### config.mk
export PLATFORM = sky130hd
export DESIGN_NAME = sar_slave
export DESIGN_NICKNAME = d
export VERILOG_FILES = /design/src/common/sar_pkg.sv /design/src/sar_slave.sv
export SDC_FILE = /design/constraint.sdc
export NUM_CORES = 1
export LEC_CHECK = 0
export ABC_AREA = 1
export BUFFER_PORTS_ARGS = -buffer_cell sky130_fd_sc_hd__buf_2
export CAP_MARGIN = 25
export CELL_PAD_IN_SITES_DETAIL_PLACEMENT = 0
export CELL_PAD_IN_SITES_GLOBAL_PLACEMENT = 1
export CORE_AREA = 2 2 131 133
export DETAILED_ROUTE_END_ITERATION = 10
export DIE_AREA = 0 0 133 135
export GPL_ROUTABILITY_DRIVEN = 0
export PLACE_DENSITY = 0.89
export SLEW_MARGIN = 20
export SYNTH_ARGS = -nofsm -noshare
export SYNTH_HDL_FRONTEND = slang
export SYNTH_SLANG_ARGS = --single-unit
### constraint.sdc
create_clock -name clk -period 1.9 [get_ports clk]
set_input_delay 0.095 -clock clk [delete_from_list [all_inputs] [get_ports clk]]
set_output_delay 0.095 -clock clk [all_outputs]
set_load 0.01 [all_outputs]
### src/common/sar_pkg.sv
// constants, state codes and register carrier for the alert response serial slave
// How it works
// (RQ1) acknowledge an alert response read only while the alert pin is held low in alert mode
// (RQ2) after that acknowledge, send own seven-bit address followed by a one
// (RQ3) while returning the address, a driven one read back as zero aborts the byte
// (RQ4) a returned address releases the alert pin; later alert reads ignored until new event
// (RQ5) control write: address, command 01h, one data byte, each acknowledged, then stop
// (RQ6) status read: command 00h, repeated start read, one byte, master refuses it, stop
// (RQ7) charge write starts at command 02h, high byte then low byte, each acknowledged
// (RQ8) charge read at 02h: repeated start read, high byte acknowledged, low byte refused
// (RQ9) a further written byte is acknowledged, pointer advances, byte lands in next register
// (RQ10) each read byte the master acknowledges advances the pointer and sends the next register
// (RQ11) charge above high or below low threshold sets its flag and pulls alert low if enabled
// (RQ12) with no pending alert, leave data released in the alert response acknowledge slot
package sar_pkg;

  localparam logic [6:0]  DEV_ADDR          = 7'h64;
  localparam logic [6:0]  ALERT_RESP_ADDR   = 7'h0C;
  localparam logic [7:0]  ALERT_REPLY       = {DEV_ADDR, 1'b1};

  localparam logic [7:0]  REG_EVENT_FLAGS   = 8'h00;
  localparam logic [7:0]  REG_SETUP_CONTROL = 8'h01;
  localparam logic [7:0]  REG_CHARGE_HIGH   = 8'h02;
  localparam logic [7:0]  REG_CHARGE_LOW    = 8'h03;

  localparam logic [7:0]  FLAGS_RESET       = 8'h00;
  localparam logic [7:0]  SETUP_RESET       = 8'h3C;
  localparam logic [15:0] CHARGE_RESET      = 16'h7FFF;

  localparam int          FLAG_HIGH_BIT     = 3;
  localparam int          FLAG_LOW_BIT      = 2;
  localparam int          MODE_MSB          = 2;
  localparam int          MODE_LSB          = 1;
  localparam logic [1:0]  MODE_ALERT        = 2'h2;

  localparam logic [3:0]  BITS_PER_BYTE     = 4'h8;

  typedef enum logic [7:0] {
    ST_IDLE    = 8'h01,
    ST_RX_ADDR = 8'h02,
    ST_RX_CMD  = 8'h04,
    ST_RX_DATA = 8'h08,
    ST_ACK_DRV = 8'h10,
    ST_TX_BYTE = 8'h20,
    ST_TX_ACK  = 8'h40,
    ST_IGNORE  = 8'h80
  } sar_state_e;

  typedef struct packed {
    logic [7:0]  flags;
    logic [7:0]  ctrl;
    logic [15:0] charge;
  } sar_regs_s;

endpackage

### src/sar_slave.sv
// serial slave with register access, thresholds and alert response handling
`timescale 1ns/10ps
module sar_slave (
  input  wire logic        clk,
  input  wire logic        reset_n,
  input  wire logic        scl_pin,
  input  wire logic        sda_pin_i,
  output logic             sda_pin_o,
  output logic             sda_pin_oe,
  output logic             alert_or_charge_done_pin_o,
  output logic             alert_or_charge_done_pin_oe,
  input  wire logic        charge_step_up,
  input  wire logic        charge_step_down,
  input  wire logic [15:0] high_threshold,
  input  wire logic [15:0] low_threshold,
  output logic [15:0]      charge_count_value,
  output logic [7:0]       setup_value
);

  sar_pkg::sar_state_e state_r, state_nxt;
  sar_pkg::sar_state_e after_r, after_nxt;
  sar_pkg::sar_regs_s  regs_r, regs_nxt;
  logic [1:0]  scl_sync_r, sda_sync_r;
  logic        scl_d_r, sda_d_r;
  logic [7:0]  rx_sr_r, rx_sr_nxt;
  logic [7:0]  tx_sr_r, tx_sr_nxt;
  logic [7:0]  ptr_r, ptr_nxt;
  logic [3:0]  bitcnt_r, bitcnt_nxt;
  logic        is_ara_r, is_ara_nxt;
  logic        mack_r, mack_nxt;
  logic        pending_r, pending_nxt;
  logic        hi_prev_r, lo_prev_r;
  logic        scl_s, sda_s, scl_rise, scl_fall, start_c, stop_c;
  logic        alert_mode, hi_cond, lo_cond, hi_evt, lo_evt;
  logic        wr_en, flags_clr, ara_done;
  logic [7:0]  wr_addr, wr_data;

  // read side of the register map; unmapped pointers read zero
  function automatic logic [7:0] reg_read(input logic [7:0] addr,
                                          input sar_pkg::sar_regs_s r);
    logic [7:0] v;
    v = 8'h00;
    if (addr == sar_pkg::REG_EVENT_FLAGS) begin
      v = r.flags;
    end else if (addr == sar_pkg::REG_SETUP_CONTROL) begin
      v = r.ctrl;
    end else if (addr == sar_pkg::REG_CHARGE_HIGH) begin
      v = r.charge[15:8];
    end else if (addr == sar_pkg::REG_CHARGE_LOW) begin
      v = r.charge[7:0];
    end
    return v;
  endfunction

  // only the second sync stage and its delayed copy feed the edge logic
  assign scl_s    = scl_sync_r[1];
  assign sda_s    = sda_sync_r[1];
  assign scl_rise = scl_s & ~scl_d_r;
  assign scl_fall = ~scl_s & scl_d_r;
  assign start_c  = scl_s & scl_d_r & ~sda_s & sda_d_r;
  assign stop_c   = scl_s & scl_d_r & sda_s & ~sda_d_r;

  assign alert_mode = (regs_r.ctrl[sar_pkg::MODE_MSB:sar_pkg::MODE_LSB] == sar_pkg::MODE_ALERT);
  assign hi_cond    = (regs_r.charge > high_threshold);
  assign lo_cond    = (regs_r.charge < low_threshold);
  assign hi_evt     = hi_cond & ~hi_prev_r;
  assign lo_evt     = lo_cond & ~lo_prev_r;

  // open drain: only ever pull low
  assign sda_pin_o  = 1'b0;
  assign sda_pin_oe = (state_r == sar_pkg::ST_ACK_DRV) |
                      ((state_r == sar_pkg::ST_TX_BYTE) & ~tx_sr_r[7]);
  assign alert_or_charge_done_pin_o  = 1'b0;
  assign alert_or_charge_done_pin_oe = pending_r & alert_mode; // RQ11
  assign charge_count_value = regs_r.charge;
  assign setup_value        = regs_r.ctrl;

  always_comb begin
    state_nxt  = state_r;
    after_nxt  = after_r;
    rx_sr_nxt  = rx_sr_r;
    tx_sr_nxt  = tx_sr_r;
    ptr_nxt    = ptr_r;
    bitcnt_nxt = bitcnt_r;
    is_ara_nxt = is_ara_r;
    mack_nxt   = mack_r;
    wr_en      = 1'b0;
    wr_addr    = ptr_r;
    wr_data    = rx_sr_r;
    flags_clr  = 1'b0;
    ara_done   = 1'b0;
    // a repeated start restarts address reception from any state
    if (start_c) begin
      state_nxt  = sar_pkg::ST_RX_ADDR;
      bitcnt_nxt = 4'h0;
      is_ara_nxt = 1'b0;
    end else if (stop_c) begin
      state_nxt = sar_pkg::ST_IDLE;
    end else begin
      case (state_r)
        sar_pkg::ST_RX_ADDR, sar_pkg::ST_RX_CMD, sar_pkg::ST_RX_DATA: begin
          if (scl_rise) begin
            rx_sr_nxt  = {rx_sr_r[6:0], sda_s};
            bitcnt_nxt = bitcnt_r + 4'h1;
          end else if (scl_fall && bitcnt_r == sar_pkg::BITS_PER_BYTE) begin
            state_nxt = sar_pkg::ST_ACK_DRV;
            if (state_r == sar_pkg::ST_RX_ADDR) begin
              if (rx_sr_r[7:1] == sar_pkg::DEV_ADDR && !rx_sr_r[0]) begin
                after_nxt = sar_pkg::ST_RX_CMD; // RQ5
              end else if (rx_sr_r[7:1] == sar_pkg::DEV_ADDR) begin
                after_nxt = sar_pkg::ST_TX_BYTE; // RQ6
              end else if (rx_sr_r[7:1] == sar_pkg::ALERT_RESP_ADDR && rx_sr_r[0] &&
                           pending_r && alert_mode) begin
                after_nxt  = sar_pkg::ST_TX_BYTE; // RQ1
                is_ara_nxt = 1'b1;
              end else begin
                state_nxt = sar_pkg::ST_IGNORE; // RQ12
              end
            end else if (state_r == sar_pkg::ST_RX_CMD) begin
              ptr_nxt   = rx_sr_r; // RQ7
              after_nxt = sar_pkg::ST_RX_DATA;
            end else begin
              wr_en     = 1'b1; // RQ9
              ptr_nxt   = ptr_r + 8'h01;
              after_nxt = sar_pkg::ST_RX_DATA;
            end
          end
        end
        sar_pkg::ST_ACK_DRV: begin
          if (scl_fall) begin
            state_nxt  = after_r;
            bitcnt_nxt = 4'h0;
            if (after_r == sar_pkg::ST_TX_BYTE) begin
              tx_sr_nxt = is_ara_r ? sar_pkg::ALERT_REPLY : reg_read(ptr_r, regs_r); // RQ2
              flags_clr = ~is_ara_r && (ptr_r == sar_pkg::REG_EVENT_FLAGS);
            end
          end
        end
        sar_pkg::ST_TX_BYTE: begin
          if (scl_rise) begin
            bitcnt_nxt = bitcnt_r + 4'h1;
            // lost arbitration: release at once and wait for the next cycle
            if (is_ara_r && tx_sr_r[7] && !sda_s) begin
              state_nxt = sar_pkg::ST_IGNORE; // RQ3
            end
          end else if (scl_fall && bitcnt_r == sar_pkg::BITS_PER_BYTE) begin
            state_nxt = sar_pkg::ST_TX_ACK;
            tx_sr_nxt = 8'hFF;
            ara_done  = is_ara_r; // RQ4
          end else if (scl_fall) begin
            tx_sr_nxt = {tx_sr_r[6:0], 1'b1};
          end
        end
        sar_pkg::ST_TX_ACK: begin
          if (scl_rise) begin
            mack_nxt = ~sda_s;
          end else if (scl_fall && mack_r && !is_ara_r) begin
            state_nxt  = sar_pkg::ST_TX_BYTE; // RQ10
            bitcnt_nxt = 4'h0;
            ptr_nxt    = ptr_r + 8'h01;
            tx_sr_nxt  = reg_read(ptr_r + 8'h01, regs_r); // RQ8
            flags_clr  = ((ptr_r + 8'h01) == sar_pkg::REG_EVENT_FLAGS);
          end else if (scl_fall) begin
            state_nxt = sar_pkg::ST_IGNORE;
          end
        end
        default: begin
          state_nxt = state_r;
        end
      endcase
    end
  end

  // register file, thresholds and alert pending state
  always_comb begin
    regs_nxt = regs_r;
    if (wr_en && wr_addr == sar_pkg::REG_SETUP_CONTROL) begin
      regs_nxt.ctrl = wr_data;
    end else if (wr_en && wr_addr == sar_pkg::REG_CHARGE_HIGH) begin
      regs_nxt.charge[15:8] = wr_data;
    end else if (wr_en && wr_addr == sar_pkg::REG_CHARGE_LOW) begin
      regs_nxt.charge[7:0] = wr_data;
    end else if (charge_step_up && !charge_step_down) begin
      regs_nxt.charge = regs_r.charge + 16'h0001;
    end else if (charge_step_down && !charge_step_up) begin
      regs_nxt.charge = regs_r.charge - 16'h0001;
    end
    // reading the flags clears them, but a flag set in the same cycle survives
    if (flags_clr) begin
      regs_nxt.flags = sar_pkg::FLAGS_RESET;
    end
    if (hi_cond) begin
      regs_nxt.flags[sar_pkg::FLAG_HIGH_BIT] = 1'b1; // RQ11
    end
    if (lo_cond) begin
      regs_nxt.flags[sar_pkg::FLAG_LOW_BIT] = 1'b1; // RQ11
    end
    pending_nxt = pending_r;
    if ((hi_evt || lo_evt) && alert_mode) begin
      pending_nxt = 1'b1; // RQ11
    end else if (ara_done) begin
      pending_nxt = 1'b0; // RQ4
    end
  end

  always_ff @(posedge clk or negedge reset_n) begin
    if (!reset_n) begin
      scl_sync_r <= 2'h3;
      sda_sync_r <= 2'h3;
      scl_d_r    <= 1'b1;
      sda_d_r    <= 1'b1;
      state_r    <= sar_pkg::ST_IDLE;
      after_r    <= sar_pkg::ST_IDLE;
      rx_sr_r    <= 8'h00;
      tx_sr_r    <= 8'hFF;
      ptr_r      <= 8'h00;
      bitcnt_r   <= 4'h0;
      is_ara_r   <= 1'b0;
      mack_r     <= 1'b0;
      pending_r  <= 1'b0;
      hi_prev_r  <= 1'b0;
      lo_prev_r  <= 1'b0;
      regs_r     <= '{flags: sar_pkg::FLAGS_RESET, ctrl: sar_pkg::SETUP_RESET,
                      charge: sar_pkg::CHARGE_RESET};
    end else begin
      scl_sync_r <= {scl_sync_r[0], scl_pin};
      sda_sync_r <= {sda_sync_r[0], sda_pin_i};
      scl_d_r    <= scl_s;
      sda_d_r    <= sda_s;
      state_r    <= state_nxt;
      after_r    <= after_nxt;
      rx_sr_r    <= rx_sr_nxt;
      tx_sr_r    <= tx_sr_nxt;
      ptr_r      <= ptr_nxt;
      bitcnt_r   <= bitcnt_nxt;
      is_ara_r   <= is_ara_nxt;
      mack_r     <= mack_nxt;
      pending_r  <= pending_nxt;
      hi_prev_r  <= hi_cond;
      lo_prev_r  <= lo_cond;
      regs_r     <= regs_nxt;
    end
  end

  a_ara_ack_only_pending: assert property (@(posedge clk) disable iff (!reset_n) // RQ1
    (state_r == sar_pkg::ST_ACK_DRV && is_ara_r) |-> pending_r)
    else $error("alert response acknowledged with no pending alert");

  a_ara_reply_byte: assert property (@(posedge clk) disable iff (!reset_n) // RQ2
    (state_r == sar_pkg::ST_ACK_DRV && scl_fall && is_ara_r && !start_c && !stop_c)
    |=> (state_r == sar_pkg::ST_TX_BYTE && tx_sr_r == sar_pkg::ALERT_REPLY))
    else $error("alert reply byte not loaded");

  a_arb_loss_abort: assert property (@(posedge clk) disable iff (!reset_n) // RQ3
    (state_r == sar_pkg::ST_TX_BYTE && is_ara_r && scl_rise && tx_sr_r[7] && !sda_s
     && !start_c && !stop_c) |=> (state_r == sar_pkg::ST_IGNORE && !sda_pin_oe))
    else $error("arbitration loss did not abort");

  a_alert_release: assert property (@(posedge clk) disable iff (!reset_n) // RQ4
    (ara_done && !hi_evt && !lo_evt) |=> !alert_or_charge_done_pin_oe)
    else $error("alert pin not released after reply");

  a_ack_slot_drive: assert property (@(posedge clk) disable iff (!reset_n) // RQ5
    (state_r == sar_pkg::ST_RX_CMD && scl_fall && bitcnt_r == sar_pkg::BITS_PER_BYTE
     && !start_c && !stop_c) |=> sda_pin_oe ##0 ptr_r == $past(rx_sr_r))
    else $error("command byte not acknowledged and latched");

  a_write_ptr_adv: assert property (@(posedge clk) disable iff (!reset_n) // RQ9
    (state_r == sar_pkg::ST_RX_DATA && scl_fall && bitcnt_r == sar_pkg::BITS_PER_BYTE
     && !start_c && !stop_c) |=> ptr_r == $past(ptr_r) + 8'h01)
    else $error("write pointer did not advance");

  a_read_ptr_adv: assert property (@(posedge clk) disable iff (!reset_n) // RQ10
    (state_r == sar_pkg::ST_TX_ACK && scl_fall && mack_r && !is_ara_r
     && !start_c && !stop_c) |=> (ptr_r == $past(ptr_r) + 8'h01 &&
     state_r == sar_pkg::ST_TX_BYTE))
    else $error("read pointer did not advance");

  a_flag_alert_set: assert property (@(posedge clk) disable iff (!reset_n) // RQ11
    (hi_evt && alert_mode && !wr_en) |=> (regs_r.flags[sar_pkg::FLAG_HIGH_BIT]
     && alert_or_charge_done_pin_oe))
    else $error("high threshold did not flag or alert");

  a_ara_no_pending: assert property (@(posedge clk) disable iff (!reset_n) // RQ12
    (state_r == sar_pkg::ST_RX_ADDR && scl_fall && bitcnt_r == sar_pkg::BITS_PER_BYTE
     && rx_sr_r == {sar_pkg::ALERT_RESP_ADDR, 1'b1} && !pending_r && !start_c && !stop_c)
    |=> (!sda_pin_oe)[*2])
    else $error("alert response acknowledged without pending alert");

  a_addr_ack_drive: assert property (@(posedge clk) disable iff (!reset_n) // RQ5
    (state_r == sar_pkg::ST_RX_ADDR && scl_fall && bitcnt_r == sar_pkg::BITS_PER_BYTE
     && rx_sr_r == {sar_pkg::DEV_ADDR, 1'b0} && !start_c && !stop_c) |=> sda_pin_oe)
    else $error("own write address not acknowledged");

  a_setup_write_lands: assert property (@(posedge clk) disable iff (!reset_n) // RQ5
    (wr_en && wr_addr == sar_pkg::REG_SETUP_CONTROL) |=> setup_value == $past(wr_data))
    else $error("control byte not stored");

  a_status_byte_load: assert property (@(posedge clk) disable iff (!reset_n) // RQ6
    (state_r == sar_pkg::ST_ACK_DRV && scl_fall && after_r == sar_pkg::ST_TX_BYTE && !is_ara_r
     && ptr_r == sar_pkg::REG_EVENT_FLAGS && !start_c && !stop_c)
    |=> tx_sr_r == $past(regs_r.flags))
    else $error("status byte not loaded for transmission");

  a_flag_low_set: assert property (@(posedge clk) disable iff (!reset_n) // RQ11
    (lo_evt && alert_mode && !wr_en) |=> (regs_r.flags[sar_pkg::FLAG_LOW_BIT]
     && alert_or_charge_done_pin_oe))
    else $error("low threshold did not flag or alert");

endmodule

==> impl_metrics.tcl <==
set metrics [dict create \
    numCtsBuffers 9 \
    yosys-top-cells-count "nand2_1 (244), inv_1 (101), nand3_1 (80), nor2_1 (78), o21ai_0 (72)" \
    clkPwrFrac_pct 14.8 \
    grt_antenna_before_repair 0 \
    p_leak_uw 0.00440 \
    fin_worst_skew_ns 0.00641 \
    critPathMaxFanout 6 \
    ant_nets 0 \
    synth_compound_area_share_pct 13.9 \
    synth.most_common_cell "nand2_1" \
    overflow 0 \
    synthTopCellsByArea "dfrtp_1 (16%), dfstp_2 (14%), nand2_1 (14%), ha_1 (10%), nand3_1 (6.1%)" \
    rsz0062_at_grt "true" \
    cts_tree "yes" \
    stdcell_count 1349 \
    crit_chain "ha_4, nand2_1, nor2_1, nand3_1, nand2_2, nand2_2, nor2_4, buf_12, buf_8, nand3_2, nand2_1, nand2_1, nand2_2, nand2_2, a21oi_2" \
    die_x_um 133 \
    viasPerCell 5.07 \
    postSynthCellCount 931 \
    pwr-share-comb_pct 62.3 \
    ys.flop_type "dfrtp_1" \
    fin_nets 1215 \
    yosys.area.top_type "dfrtp_1" \
    cts.clk_slew.worst_paths_ns 0.06 \
    clock_sinks 77 \
    fin_ws_ns -0.0634 \
    track_usage_pct 21.7 \
    synth_cell_types 45 \
    slew_violations 0 \
    max_cap_viol_count 0 \
    p_sw_share_pct 43.9 \
    core_area_um2 16400 \
    area_delta_synth_final_pct 41.5 \
    violations "setup timing" \
    antennaDiodeCount 0 \
    drive_gt1_share_pct 40.7 \
    grt_start_max_net_pins 54 \
    place_ws_ns -0.268 \
    placed_area_um2 7850 \
    place_inst 1299 \
    p_sw_uw 4880 \
    p_int_uw 6230 \
    seq_area_frac_synth_pct 30.2 \
    period_minus_slack_ns 1.96 \
    setup_viol_count_final 11 \
    synth-seq-cells 77 \
    avgSynthCellArea_um2 7.00 \
    placementRows 47 \
    grt_pass1_vias 6163 \
    fin_crit_sh_pct 103 \
    clockBufferDepth 2 \
    grt_pass1_wl_mm 30.8 \
    cts_root_buf "clkbuf_16" \
    ys_async_sr_fraction_pct 100 \
    powerDensity_nw_per_um2 1200 \
    initial_core_util_pct 39.7 \
    fmax_ghz 0.509 \
    drc 0 \
    cp_slowest_stage_delay_ns 0.41 \
    die_h_um 135 \
    vias 6838 \
    synth_fa_ha_area_share_pct 10.3 \
    worstSetupPathType "reg2reg" \
    drt-total-wl_mm 20.8 \
    io_buffers 63 \
    end_kind "flip-flop" \
    cts_max_level 3 \
    wl_per_cell_um 15.4 \
    ir_worst_vdd_v 0.000847 \
    cp_top_family "simple AND/OR/NAND/NOR gates" \
    clkLatencyLatePin_ns 0.36 \
    yosys.area_share.simple_pct 32.1 \
    final_area_um2 9230 \
    synth_top_area_share_pct 16.1 \
    synth_edf_count 0 \
    dpl.hpwl_mm 15.3 \
    whs_ns 0.188 \
    syn_area_um2 6520 \
    hold_viol 0 \
    synthMuxAreaShare_pct 0 \
    ios 66 \
    status "complete, but fails checks" \
    first_pass_iters 7 \
    ys_warn_count 0 \
    min_path_type "in2async" \
    crit_buf_inv 2 \
    dieArea_um2 18000 \
    cp-start-kind "flip-flop" \
    drtIter0Drc 501 \
    synth_top_family_by_area "simple AND/OR/NAND/NOR gates" \
    critPathArrivalTime_ns 2.25 \
    synth_xor_area_share_pct 1.88 \
    finalPower_uw 11100 \
    p_seq_share_pct 22.9 \
    cpMostUsedCell "nand2_2" \
    cpMaxStageDelayCell "dfrtp_1" \
    critical_path_required_ns 2.19 \
]
==> power groups by stage <==
stage	Clock [µW]	Sequential (µW)	Combinational, µW
global route	1730	2560	7580
detailed placement	0	2530	5340
floorplan	0	2510	3410
global placement	0	2510	5280
finish	1640	2540	6920
CTS	1660	2500	5680
==> per-stage QoR <==
| step | setup TNS, ns | util [%] |
|---|---|---|
| 4_1_cts | -0.0653 | 51.3 |
| 5_1_grt | -2.89 | 56.2 |
| 3_5_place_dp | -3.61 | 47.9 |
| 2_1_floorplan | 0 | - |
| 3_3_place_gp | -3.05 | 47.9 |
| 6_report | -0.307 | 56.2 |
==> layer usage <==
metal | up-vias | track usage [%] | share of wire, %
met4 | 0 | 7.59 | 2.7
li1 | 3404 | - | -
met3 | 44 | 3.15 | 4.3
met1 | 3193 | 28.6 | 44
met2 | 197 | 36.6 | 49
met5 | - | 0 | 0
==> registers in the layout (all words and copies together), names as in the netlist, 2 cells and up <==
register	flops
charge_count_value	16
ptr_r	8
rx_sr_r	8
setup_value	8
state_r	8
tx_sr_r	8
after_r	4
bitcnt_r	4
regs_r	2
scl_sync_r	2
sda_sync_r	2
==> cells by family (layout without fill, tap and decap cells) <==
group | count (synthesis) | count (layout)
fa+ha+maj | 53 | 53
simple gates | 463 | 464
flops | 77 | 77
buf+inv | 156 | 352
other cells | 1 | 2
xor+xnor | 14 | 14
compound gates | 167 | 167
==> timing repair <==
item | 4_1_cts | 5_1_grt
endpoints found under the hold margin | 26 | 0
gates resized for setup | 50 | 168
pin swaps | 23 | 79
hold buffers | 3 | 0
gates cloned | 2 | 2
setup endpoints to repair | 30 | 58
setup buffers | 7 | 20
==> layout make-up <==
type                    instances  area, µm²
fillers                      1492       7180
clock buffers                  10        239
well taps                     220        275
multi-input cells             700       4570
repair inverters                1       7.51
flip-flops and latches         77       1970
repair buffers                222       1690
clock inverters                 6       38.8
inverters                     113        440
==> path summary, 6_finish.rpt <==
kind | startpoint | to | slack [ns] | depth (start not counted)
worst max-delay path | ptr_r[0] | tx_sr_r[3] | -0.06 | 15
worst min-delay path | reset_n | state_r[3] | 0.19 | 2
worst max register to register | ptr_r[0] | tx_sr_r[3] | -0.06 | 15
worst min register to register | scl_sync_r[0] | scl_sync_r[1] | 0.36 | 0
max in group asynchronous | reset_n | charge_count_value[10] | 1.05 | 3
min in group clk | low_threshold[15] | lo_prev_r | 0.36 | 8
==> cell usage in the layout, fill, tap and decap left out, types with 3 or more instances in the layout <==
cell,n
o21ai_2,8
nor2_1,65
buf_12,6
dfrtp_1,40
a21oi_4,8
xnor2_1,4
buf_2,63
or2_4,3
inv_2,15
xor2_1,7
clkbuf_16,9
buf_6,21
o21bai_1,3
nor3_1,5
a21oi_1,38
nor2_4,22
nand2_4,8
clkinvlp_4,4
nand3_1,66
nor2_2,9
dlygate4sd3_1,3
ha_1,37
o21ai_0,56
nand2_2,36
dfstp_2,35
o21ai_1,19
nand4_1,13
o211ai_1,3
buf_4,127
nand3_4,8
inv_1,92
inv_4,3
nand2_1,206
a21oi_2,24
clkinv_2,3
nand3_2,14
ha_4,13
nand3b_1,3
Note: power is estimated with default switching activity, not from simulation.
